`src/inc/srsc_cfg.svh`:
```
// timing and encoding constants for the system reset source controller
`ifndef SRSC_CFG_SVH
`define SRSC_CFG_SVH
`define SRSC_CLK_MHZ         40
`define SRSC_TCL_PS          12500
`define SRSC_FILT_MIN_NS     50
`define SRSC_FILT_MAX_NS     500
`define SRSC_FILT_CYC        ((`SRSC_FILT_MIN_NS * `SRSC_CLK_MHZ + 999) / 1000)
`define SRSC_MIN4_TCL        4
`define SRSC_MAXPULSE_TCL    ((`SRSC_FILT_MAX_NS * 1000 + `SRSC_TCL_PS - 1) / `SRSC_TCL_PS)
`define SRSC_SEQ_TCL         (1032 + 12)
`define SRSC_EXT_REL_TCL     4
`define SRSC_FLASH_INIT_US   1000
`define SRSC_FLASH_INIT_CYC  (`SRSC_FLASH_INIT_US * `SRSC_CLK_MHZ)
`define SRSC_FLASH_FF_CYC    8
`define SRSC_CNT_W           16
`define SRSC_DATA_ERASED     16'hFFFF
`define SRSC_DATA_BUSY       16'h009B
`endif

```
`src/inc/srsc_pkg.sv`:
```
// types for the system reset source controller
package srsc_pkg;
    typedef enum logic [2:0] {
        SRSC_RUN    = 3'b000,
        SRSC_SYNC   = 3'b001,
        SRSC_CLASS  = 3'b011,
        SRSC_WAITHI = 3'b010,
        SRSC_FLASH  = 3'b110,
        SRSC_EXTREL = 3'b111
    } srsc_state_t;
endpackage

```
`src/rtl/srsc_top.sv`:
```
// system reset source controller: filter, classification, flags, release sequencing
// Functional notes
// RULE1 - six reset sources; every source except async hardware has its own flag
// RULE2 - mode pin high, pin low beyond long threshold sets long-reset flag
// RULE3 - mode pin high, pin low beyond minimum but within threshold sets short flag
// RULE4 - with bidir enabled, low mode pin stops driving reset pin on soft/watchdog
// RULE5 - input filter rejects spikes under 50ns; 50 to 500ns may pass
// RULE6 - board must hold reset pin low over 500ns for recognition
// RULE7 - reset pin low with mode pin low forces asynchronous reset at once
// RULE8 - async reset drives reset out low, aborts bus, tristates, pulls port zero
// RULE9 - async reset detection needs no running clock
// RULE10 - board keeps reset and mode pins low until clock and port zero settle
// RULE11 - internal flash boot holds internal reset until flash init, at most 1ms; code has no 1ms limit, holds until flashInitDone
// RULE12 - external boot releases internal reset 3 to 8 half-clocks after filter
// RULE13 - flash read before init returns FFFFh first, then 009Bh
// RULE14 - board should prefer synchronous reset to avoid memory corruption
// RULE15 - board never powers device without reset pin grounded
// RULE16 - reset pin low with mode pin high starts synchronous reset
// RULE17 - source flags readable during init, cleared by end-of-init instruction
// RULE18 - filtered reset input is synchronised before classification
`timescale 1ns/1ps
`include "srsc_cfg.svh"
module srsc_top
    import srsc_pkg::*;
(
    // clock and power-on reset
    input  wire logic        ref_clk,
    input  wire logic        reset_n,
    // board pins
    input  wire logic        resetInPin,
    input  wire logic        resetModePin,
    input  wire logic        externalAccessPin,
    output logic             resetInPinOut,
    output logic             resetInPinOe,
    output logic             resetOutPin,
    // core events and control
    input  wire logic        bidirResetEnable,
    input  wire logic        watchdogOverflow,
    input  wire logic        softResetInstr,
    input  wire logic        endOfInitInstr,
    input  wire logic        flashInitDone,
    // core-facing reset, bus and flash
    output logic             internalReset,
    output logic             busAbort,
    output logic             ioHighZ,
    output logic             port0PullUp,
    output logic [15:0]      flashEarlyData,
    // source flags
    output logic             powerOnFlag,
    output logic             longHwResetFlag,
    output logic             shortHwResetFlag,
    output logic             watchdogResetFlag,
    output logic             softResetFlag
);
    import srsc_pkg::*;

    // ------------------------------------------------------------
    // asynchronous reset path
    // ------------------------------------------------------------
    // combinational on the raw pins so detection works with no clock;
    // the analog filter in the pad supplies the spike rejection here
    logic asyncRst;
    assign asyncRst = !reset_n || (!resetInPin && !resetModePin); // RULE7 RULE9

    // ------------------------------------------------------------
    // synchroniser and digital filter
    // ------------------------------------------------------------
    logic       sync1_q;
    logic       sync2_q;
    logic       filt_q;
    logic       filt_d;
    logic [3:0] fcnt_q;
    logic [3:0] fcnt_d;
    logic       modeS1_q;
    logic       modeS2_q;

    always_ff @(posedge ref_clk or negedge reset_n)
    begin
        if (!reset_n)
        begin
            sync1_q  <= 1'b0;
            sync2_q  <= 1'b0;
            modeS1_q <= 1'b0;
            modeS2_q <= 1'b0;
        end
        else
        begin
            sync1_q  <= resetInPin; // RULE18
            sync2_q  <= sync1_q;
            modeS1_q <= resetModePin;
            modeS2_q <= modeS1_q;
        end
    end

    // a level change must persist the minimum spike width before it is taken
    always_comb
    begin
        filt_d = filt_q;
        fcnt_d = 4'h0;
        if (sync2_q != filt_q)
        begin
            if (fcnt_q >= 4'(`SRSC_FILT_CYC - 1))
                filt_d = sync2_q; // RULE5
            else
                fcnt_d = fcnt_q + 4'h1;
        end
    end

    always_ff @(posedge ref_clk or negedge reset_n)
    begin
        if (!reset_n)
        begin
            filt_q <= 1'b0;
            fcnt_q <= 4'h0;
        end
        else
        begin
            filt_q <= filt_d;
            fcnt_q <= fcnt_d;
        end
    end

    // ------------------------------------------------------------
    // reset sequencer
    // ------------------------------------------------------------
    // one ref_clk period is two half-clock periods
    localparam int MIN_CYC   = ((`SRSC_MAXPULSE_TCL > `SRSC_MIN4_TCL) ?
                                `SRSC_MAXPULSE_TCL : `SRSC_MIN4_TCL) / 2;
    localparam int LONG_CYC  = `SRSC_SEQ_TCL / 2 + MIN_CYC;
    localparam int EXT_CYC   = `SRSC_EXT_REL_TCL / 2;

    srsc_state_t                 state_q;
    srsc_state_t                 state_d;
    logic [`SRSC_CNT_W-1:0]      cnt_q;
    logic [`SRSC_CNT_W-1:0]      cnt_d;
    logic [`SRSC_CNT_W+5:0]      fcyc_q;
    logic [`SRSC_CNT_W+5:0]      fcyc_d;
    logic                        drivePin_q;
    logic                        drivePin_d;
    logic                        isHw_q;
    logic                        isHw_d;
    logic                        shortSet;
    logic                        longSet;
    logic                        swSet;
    logic                        wdSet;

    always_comb
    begin
        state_d    = state_q;
        cnt_d      = cnt_q;
        fcyc_d     = fcyc_q;
        drivePin_d = drivePin_q;
        isHw_d     = isHw_q;
        shortSet   = 1'b0;
        longSet    = 1'b0;
        swSet      = 1'b0;
        wdSet      = 1'b0;
        case (state_q)
            SRSC_RUN:
            begin
                cnt_d = '0;
                if (!filt_q && modeS2_q)
                begin
                    state_d = SRSC_SYNC; // RULE16
                    isHw_d  = 1'b1;
                end
                else if (watchdogOverflow || softResetInstr)
                begin
                    state_d    = SRSC_WAITHI;
                    isHw_d     = 1'b0;
                    swSet      = softResetInstr;
                    wdSet      = watchdogOverflow && !softResetInstr;
                    drivePin_d = bidirResetEnable && modeS2_q; // RULE4
                end
            end
            SRSC_SYNC:
            begin
                cnt_d = cnt_q + 1'b1;
                if (filt_q)
                begin
                    // pulse ended: short if it reached the minimum width
                    if (cnt_q >= `SRSC_CNT_W'(MIN_CYC))
                    begin
                        shortSet = 1'b1; // RULE3
                        state_d  = SRSC_WAITHI;
                    end
                    else
                        state_d = SRSC_RUN;
                end
                else if (cnt_q >= `SRSC_CNT_W'(LONG_CYC - 1))
                    state_d = SRSC_CLASS;
            end
            SRSC_CLASS:
            begin
                longSet  = 1'b1; // RULE2
                shortSet = 1'b1;
                state_d  = SRSC_WAITHI;
            end
            SRSC_WAITHI:
            begin
                cnt_d = '0;
                // soft/watchdog resets drop the pin drive here; the sequence moves on once it is off and the filtered pin reads high
                if (!isHw_q)
                begin
                    drivePin_d = 1'b0;
                end
                if (filt_q && !drivePin_q)
                begin
                    fcyc_d  = '0;
                    state_d = externalAccessPin ? SRSC_FLASH : SRSC_EXTREL;
                end
            end
            SRSC_FLASH:
            begin
                fcyc_d = fcyc_q + 1'b1;
                if (flashInitDone)
                    state_d = SRSC_RUN; // RULE11
            end
            SRSC_EXTREL:
            begin
                cnt_d = cnt_q + 1'b1;
                if (cnt_q >= `SRSC_CNT_W'(EXT_CYC - 1))
                    state_d = SRSC_RUN; // RULE12
            end
            default:
                state_d = SRSC_RUN;
        endcase
    end

    // async reset enters the sequence from scratch regardless of any clock
    always_ff @(posedge ref_clk or posedge asyncRst)
    begin
        if (asyncRst)
        begin
            state_q    <= SRSC_WAITHI;
            cnt_q      <= '0;
            fcyc_q     <= '0;
            drivePin_q <= 1'b0;
            isHw_q     <= 1'b1;
        end
        else
        begin
            state_q    <= state_d;
            cnt_q      <= cnt_d;
            fcyc_q     <= fcyc_d;
            drivePin_q <= drivePin_d;
            isHw_q     <= isHw_d;
        end
    end

    // ------------------------------------------------------------
    // source flags
    // ------------------------------------------------------------
    logic flagPor_q, flagLong_q, flagShort_q, flagWd_q, flagSw_q;
    logic flagPor_d, flagLong_d, flagShort_d, flagWd_d, flagSw_d;

    // new events win over the end-of-init clear
    always_comb
    begin
        flagPor_d   = flagPor_q   && !endOfInitInstr; // RULE17
        flagLong_d  = (flagLong_q  && !endOfInitInstr) || longSet; // RULE1
        flagShort_d = (flagShort_q && !endOfInitInstr) || shortSet;
        flagWd_d    = (flagWd_q    && !endOfInitInstr) || wdSet;
        flagSw_d    = (flagSw_q    && !endOfInitInstr) || swSet;
    end

    always_ff @(posedge ref_clk or negedge reset_n)
    begin
        if (!reset_n)
        begin
            flagPor_q   <= 1'b1;
            flagLong_q  <= 1'b0;
            flagShort_q <= 1'b0;
            flagWd_q    <= 1'b0;
            flagSw_q    <= 1'b0;
        end
        else
        begin
            flagPor_q   <= flagPor_d;
            flagLong_q  <= flagLong_d;
            flagShort_q <= flagShort_d;
            flagWd_q    <= flagWd_d;
            flagSw_q    <= flagSw_d;
        end
    end

    // ------------------------------------------------------------
    // outputs
    // ------------------------------------------------------------
    logic inReset;
    assign inReset = asyncRst || (state_q != SRSC_RUN);

    assign internalReset     = inReset;
    assign resetOutPin       = !inReset; // RULE8
    assign busAbort          = inReset;
    assign ioHighZ           = inReset;
    assign port0PullUp       = asyncRst || (state_q != SRSC_RUN);
    assign resetInPinOut     = 1'b0;
    assign resetInPinOe      = drivePin_q && !asyncRst;
    // flash answers erased at first, then a trapping opcode until ready
    assign flashEarlyData    = (fcyc_q < (`SRSC_CNT_W+6)'(`SRSC_FLASH_FF_CYC)) ?
                               `SRSC_DATA_ERASED : `SRSC_DATA_BUSY; // RULE13
    assign powerOnFlag       = flagPor_q;
    assign longHwResetFlag   = flagLong_q;
    assign shortHwResetFlag  = flagShort_q;
    assign watchdogResetFlag = flagWd_q;
    assign softResetFlag     = flagSw_q;
endmodule

```
`config.mk`:
```
export PLATFORM = sky130hd
export DESIGN_NAME = srsc_top
export DESIGN_NICKNAME = d
export VERILOG_FILES = /design/src/inc/srsc_pkg.sv /design/src/rtl/srsc_top.sv
export VERILOG_INCLUDE_DIRS = /design/src /design/src/inc
export SDC_FILE = /design/constraint.sdc
export NUM_CORES = 1
export LEC_CHECK = 0
export BUFFER_PORTS_ARGS = -buffer_cell sky130_fd_sc_hd__buf_2
export CAP_MARGIN = 20
export CORE_UTILIZATION = 45
export DETAILED_ROUTE_END_ITERATION = 8
export PLACE_DENSITY = 0.75
export SYNTH_ARGS = -nofsm -noshare
export SYNTH_HDL_FRONTEND = slang
export SYNTH_SLANG_ARGS = --single-unit
export TNS_END_PERCENT = 10
```
`constraint.sdc`:
```
create_clock -name ref_clk -period 2.59 [get_ports ref_clk]
set_clock_uncertainty 0.2 [all_clocks]
set_input_delay 0.3885 -clock ref_clk [delete_from_list [all_inputs] [get_ports ref_clk]]
set_output_delay 0.3885 -clock ref_clk [all_outputs]
set_load 0.02 [all_outputs]
```
==> run summary, run 1 <==
CTS Root Cell - clkbuf_8
Max_cap viols - 0
Fillers - 584
Vert. Die Dim - 85.04 um
Vias in the first global route - 2335
Area used by multi-input combinational logic - 0.001440 mm^2
Cell variety after synth - 52
Placed cell count - 420
WS Path Type - flip-flop to output pin
Top_reg_cell synth - dfrtp_1
CTS HTree Levels - 3
Number of port buffers - 31
Maximum vdd drop - 452.3 uV
Worst hold path endpoint - powerOnFlag
Worst Tran Pin Value - 0.6457 ns
GPL Wtd Cong - 0.8786
Final Hold Fails - 0
Asr flop ratio synth - 1.000
Non-filler cells, final - 439
Routed WL per cell - 13.81 um
Worst skew pair latency - 0.33 ns
Post-route ant nets - 0
Post-synth EDFFs - 0
Synth area leaders - dfrtp_1, nand2_1, o21ai_0
Cells after Synth - 332
Pwr dens - 763.7 mW/mm^2
Hold Path Cell Cnt - 2
CTS clock-pin slew for the worst setup and hold paths - 0.07 ns
NumNets Final - 375
RSZ-0062 raised after global routing - false
Die width - 85.04 um
Synth Warn # - 0
Detailed placement HPWL - 4222 um
Hold path start - endOfInitInstr
Leakage - 1.619 nW
First-pass GRT wire length - 10670 um
Initial DRT Pass Iterations - 4
Most common cell in the netlist - dfrtp_1
Sequential cell area - 0.001430 mm^2
Slew Limit Fails - 0
R2r worst-path depth - 5
WP data arrival - 1.82 ns
Die Area - 0.007232 mm^2
Global Route Usage Sum - 0.1886
Core Rows - 29
CTS tree - done
Final core utilization - 0.5301
Post-synthesis cell area - 0.003103 mm^2
Rel. slew slack - 0.5666
CP Launch Type - flip-flop
Most frequent cells after synthesis - dfrtp_1, nand2_1, o21ai_0
Drt via density - 5.592
Reg2reg start - fcyc_q[4]
Max Fclk - 0.4153 GHz
Status - completed
Initial antenna violation count - 0
Clk buf depth - 2
Worst R2R Setup Slack - 0.37 ns
CP required - 2.00 ns
Worst R2R End - fcyc_q[16]
Path type of the worst min-delay path - input port to flip-flop
Grt ovf - 0
Initial Utilization - 0.4777
Core region area - 0.006495 mm^2
Leading area contributor after synthesis - dfrtp_1
Setup bufs post-CTS - 0
Sum Neg Setup Slack - 0 ns
Register bit total from synthesis - 57
Num CTS Buffers - 9
Synth top area share - 0.4355
Layout cells sized above 1 - 0.1823
Worst Setup End Kind - output pin
Synth-to-layout area growth - 10.97%
Antenna Cells - 0
Largest net degree at the start of global routing - 44
IO Pins - 38
Setup violators final - 0
Final min period - 2.408 ns
Clock sink count - 57
Worst-path maximum fanout - 11
Sequential element share of the synthesized area - 0.4609
Vias - 2455
DRC errors left - 0
Syn_area_per_cell - 9.346 um^2
Final WL - 6063 um
Initial DRC count - 189
Period utilisation layout - 0.9297
-- state kept, by name (all words and copies together), names as in the netlist --
signal,count
powerOnFlag,1
drivePin_q,1
watchdogResetFlag,1
modeS1_q,1
filt_q,1
isHw_q,1
modeS2_q,1
sync1_q,1
fcyc_q,22
fcnt_q,4
sync2_q,1
shortHwResetFlag,1
softResetFlag,1
longHwResetFlag,1
state_q,3
cnt_q,16
-- area by class of cell --
class                           count  area share
Inverter                           17     0.01853
Sequential cell                    57      0.4153
Timing Repair Buffer               38     0.06323
Multi-Input combinational cell    234      0.4182
Tap cell                           77     0.02798
Clock buffer                       11     0.04106
Clock inverter                      5     0.01563
-- worst max path at each step --
stage	from	end	slack [ns]	cells past startpoint
global route	reset_n	resetOutPin	0.001	7
floorplan	resetModePin	internalReset	-0.20	4
detailed placement	fcyc_q[4]	fcyc_q[16]	0.42	5
finish	fcyc_q[10]	flashEarlyData[15]	0.18	5
CTS	reset_n	resetOutPin	0.07	7
global placement	state_q[1]	fcyc_q[18]	0.48	5
-- per-layer routing --
metal | GRT usage | vias to the layer above | share of wire
li1 | - | 1209 | -
met1 | 0.2401 | 1182 | 0.46
met2 | 0.2977 | 58 | 0.50
met3 | 0.06226 | 6 | 0.037
met4 | 0.07550 | 0 | 0.0091
met5 | 0 | - | 0
-- power breakdown --
group	internal, W	total, W	switching, W
clock	0.000469	0.000819	0.000351
combinational	0.000240	0.000693	0.000453
sequential	0.000993	0.00112	0.000124
-- layout by cell type, fill, tap and decap left out, types with 7 or more instances in the layout --
cell and count:
a21oi_1 7, nand2_1 47, o31ai_1 8, ha_1 8, dfrtp_1 54, conb_1 7, buf_2 30, mux2i_1 14
o21ai_0 33, inv_1 17, nor2_1 21, and3_1 8, clkbuf_8 10, nand4_1 10, nand3_1 12
-- worst max-delay path: stages (launching register included) --
cell and delay (ns):
dfrtp_1 0.42, nor4_1 0.36, nand4_1 0.16, nor4_2 0.20, buf_4 0.20, buf_2 0.17
-- timing repair --
action | 4_1_cts | 5_1_grt
gates resized for setup | 0 | 3
hold buffers | 3 | 0
hold endpoints to repair | 15 | 0
setup endpoints to repair | 0 | 16
-- logic make-up after synthesis --
logic type / Yosys count / synth area share
buffers and inverters: 46 / 0.08508
adders and majority gates: 8 / 0.03226
other: 2 / 0.002420
and+or+nand+nor: 132 / 0.2161
AOI/OAI and AO/OA: 69 / 0.1460
DFF: 57 / 0.4609
xor gates and xnor gates: 3 / 0.008469
muxes: 15 / 0.04879
-- per-stage QoR --
| step | area [um^2] | hold WS [ns] | power, W | worst slack [ns] |
|---|---|---|---|---|
| after global routing | 3443 | 0.05088 | 0.002803 | 0.001301 |
| after CTS | 3435 | 0.02694 | 0.002656 | 0.07114 |
| final | 3443 | 0.05177 | 0.002630 | 0.1821 |
| after detailed placement | 3209 | 0.1015 | 0.001816 | 0.4211 |
| after floorplan | 3128 | -0.1071 | 0.001641 | -0.2043 |
| after global placement | 3209 | 0.09529 | 0.001794 | 0.4830 |
(Power assumes the default switching activity.)
==> run 2, diff against run 1 <==
Settings changed: PLACE_DENSITY 0.75 to not set, PLACE_DENSITY_LB_ADDON set to 0.15, SKIP_LAST_GASP set to 1.
==> run 2 against run 1 <==
Wire length shrank 0.36%. Via count shrank 2.6%. Utilization grew 0.096 points. Worst hold slack lost 0.011 ns. Fmax shrank 0.76%. Critical path depth is the same. Critical endpoint is now flashEarlyData[9]. Largest power group unchanged. Highest routed layer unchanged.
==> run summary, run 2 (synthesis gave the netlist of run 1 again) <==
Leakage - 1.610 nW (-0.55%)
Synth-to-layout area growth - 11.17%
Die width - 85.04 um (unchanged)
CTS Root Cell - clkbuf_8
CTS clock-pin slew for the worst setup and hold paths - 0.06 ns (about the same)
Pwr dens - 761.8 mW/mm^2 (-0.25%)
Initial DRC count - 87 (-54%)
Core Rows - 29 (unchanged)
Final min period - 2.426 ns (+0.01847 ns)
Largest register FFs - 22 (unchanged)
CTS HTree Levels - 3 (unchanged)
Grt ovf - 0 (unchanged)
Most frequent cells in the layout - dfrtp_1, nand2_1, o21ai_0
Max_cap viols - 0 (unchanged)
Worst-path maximum fanout - 11 (unchanged)
NumNets Final - 376 (+0.27%)
Num CTS Buffers - 9 (unchanged)
Period utilisation layout - 0.9368 (+0.007132)
CP required - 2.00 ns (about the same)
Detailed placement HPWL - 4231 um (+0.20%)
Global Route Usage Sum - 0.1798 (-0.008806)
Drt via density - 5.436 (-2.8%)
Most common cell after layout, fill and taps aside - dfrtp_1
DRC errors left - 0 (unchanged)
Setup bufs post-CTS - 0 (unchanged)
Path type of the worst min-delay path - input port to flip-flop
Rel. slew slack - 0.5607 (-0.005894)
WS Path Type - flip-flop to output pin
Core region area - 0.006495 mm^2 (unchanged)
Die Area - 0.007232 mm^2 (unchanged)
Initial DRT Pass Iterations - 4 (unchanged)
Clk buf depth - 2 (unchanged)
WHS - 0.04073 ns (-0.01104 ns)
Tot Pwr - 0.002628 W (about the same)
CTS tree - done
Slew Limit Fails - 0 (unchanged)
Initial Utilization - 0.4777 (unchanged)
CP Launch Type - flip-flop
Worst Setup End Kind - output pin
Max Fclk - 0.4121 GHz (-0.76%)
Vert. Die Dim - 85.04 um (unchanged)
Sequential cell area - 0.001430 mm^2 (unchanged)
Area used by multi-input combinational logic - 0.001440 mm^2 (unchanged)
Top flop regs - fcyc_q (22), cnt_q (16), fcnt_q (4)
Vias in the first global route - 2227 (-4.6%)
Worst Tran Pin Value - 0.6545 ns (+0.008783 ns)
RSZ-0062 raised after global routing - true
Antenna Cells - 0 (unchanged)
IO Pins - 38 (unchanged)
Final Hold Fails - 0 (unchanged)
Largest net degree at the start of global routing - 44 (unchanged)
Post-route ant nets - 0 (unchanged)
Fillers - 602 (+3.1%)
Setup violators final - 0 (unchanged)
Routed WL per cell - 13.73 um (-0.59%)
Worst skew pair latency - 0.33 ns (about the same)
Status - completed
Initial antenna violation count - 0 (unchanged)
Number of port buffers - 31 (unchanged)
GPL Wtd Cong - 0.8399 (-4.4%)
First-pass GRT wire length - 10230 um (-4.2%)
Final WL - 6041 um (-0.36%)
Clock sink count - 57 (unchanged)
Maximum vdd drop - 552.3 uV (+22%)
Layout cells sized above 1 - 0.1846 (+0.002253)
WP data arrival - 1.84 ns (+0.02 ns)
Most flops, register - fcyc_q
Vias - 2392 (-2.6%)
[run 2: cell count changes in the layout (fill, tap and decap cells not counted)]
cell,previous run,this run
clkinvlp_4,0,2
buf_2,30,31
clkinv_1,0,1
clkinv_2,3,2
inv_1,17,16
inv_6,1,0
[run 2: path summary, 6_finish.rpt]
check / startpoint / end / slack (ns) / cells past startpoint
max in group asynchronous: resetModePin / state_q[1] / 1.12 / 5
setup reg to reg: fcyc_q[4] / fcyc_q[16] / 0.42 / 5
setup / recovery: fcyc_q[6] / flashEarlyData[9] / 0.16 / 5
hold / removal: endOfInitInstr / powerOnFlag / 0.04 / 2
hold reg to reg: sync1_q / sync2_q / 0.15 / 0
min in group asynchronous: reset_n / fcnt_q[2] / 0.33 / 3
[run 2: repair_timing]
item,CTS,global route
setup endpoints to repair,0,12
hold buffers,3,0
gates resized for setup,0,1
hold endpoints to repair,15,0
[run 2: power breakdown]
| part | leakage [nW] | switching [W] | total (W) | internal (W) |
|---|---|---|---|---|
| Clock | 0.0953 | 0.000353 | 0.000820 | 0.000467 |
| Sequential | 0.762 | 0.000121 | 0.00111 | 0.000993 |
| Combinational | 0.752 | 0.000453 | 0.000693 | 0.000240 |
| Total | 1.61 | 0.000928 | 0.00263 | 0.00170 |
[run 2: area by class of cell]
type	instances	share of cell area
repair buffers	39	0.06456
clock buffers	11	0.04099
clock inverters	5	0.01596
well taps	77	0.02793
inverters	17	0.01850
multi-input cells	234	0.4175
flip-flops and latches	57	0.4146
[run 2: per-stage QoR]
| step | util | cell area (um^2) | TNS [ns] | std cells | setup slack, ns |
|---|---|---|---|---|---|
| 4_1_cts | 0.5301 | 3443 | 0 | 440 | 0.1525 |
| 3_5_place_dp | 0.4953 | 3217 | 0 | 421 | 0.4294 |
| 5_1_grt | 0.5311 | 3450 | -0.009811 | 440 | -0.009811 |
| 2_1_floorplan | - | 3128 | -0.8072 | 337 | -0.2043 |
| 3_3_place_gp | 0.4953 | 3217 | 0 | 421 | 0.4753 |
| 6_report | 0.5311 | 3450 | 0 | 440 | 0.1636 |
[run 2: metal layers]
layer	share of wire	GRT usage	vias up
met4	0.0098	0.06934	0
met3	0.032	0.05545	7
met2	0.47	0.2859	39
met5	0	0	-
met1	0.49	0.2302	1141
li1	-	-	1205
[run 2: worst max-delay path, stage by stage (launching register included)]
cell     delay [ns]
dfrtp_1        0.43
nor4_1         0.38
nand4_1        0.16
nor4_2         0.18
buf_4          0.19
buf_2          0.17
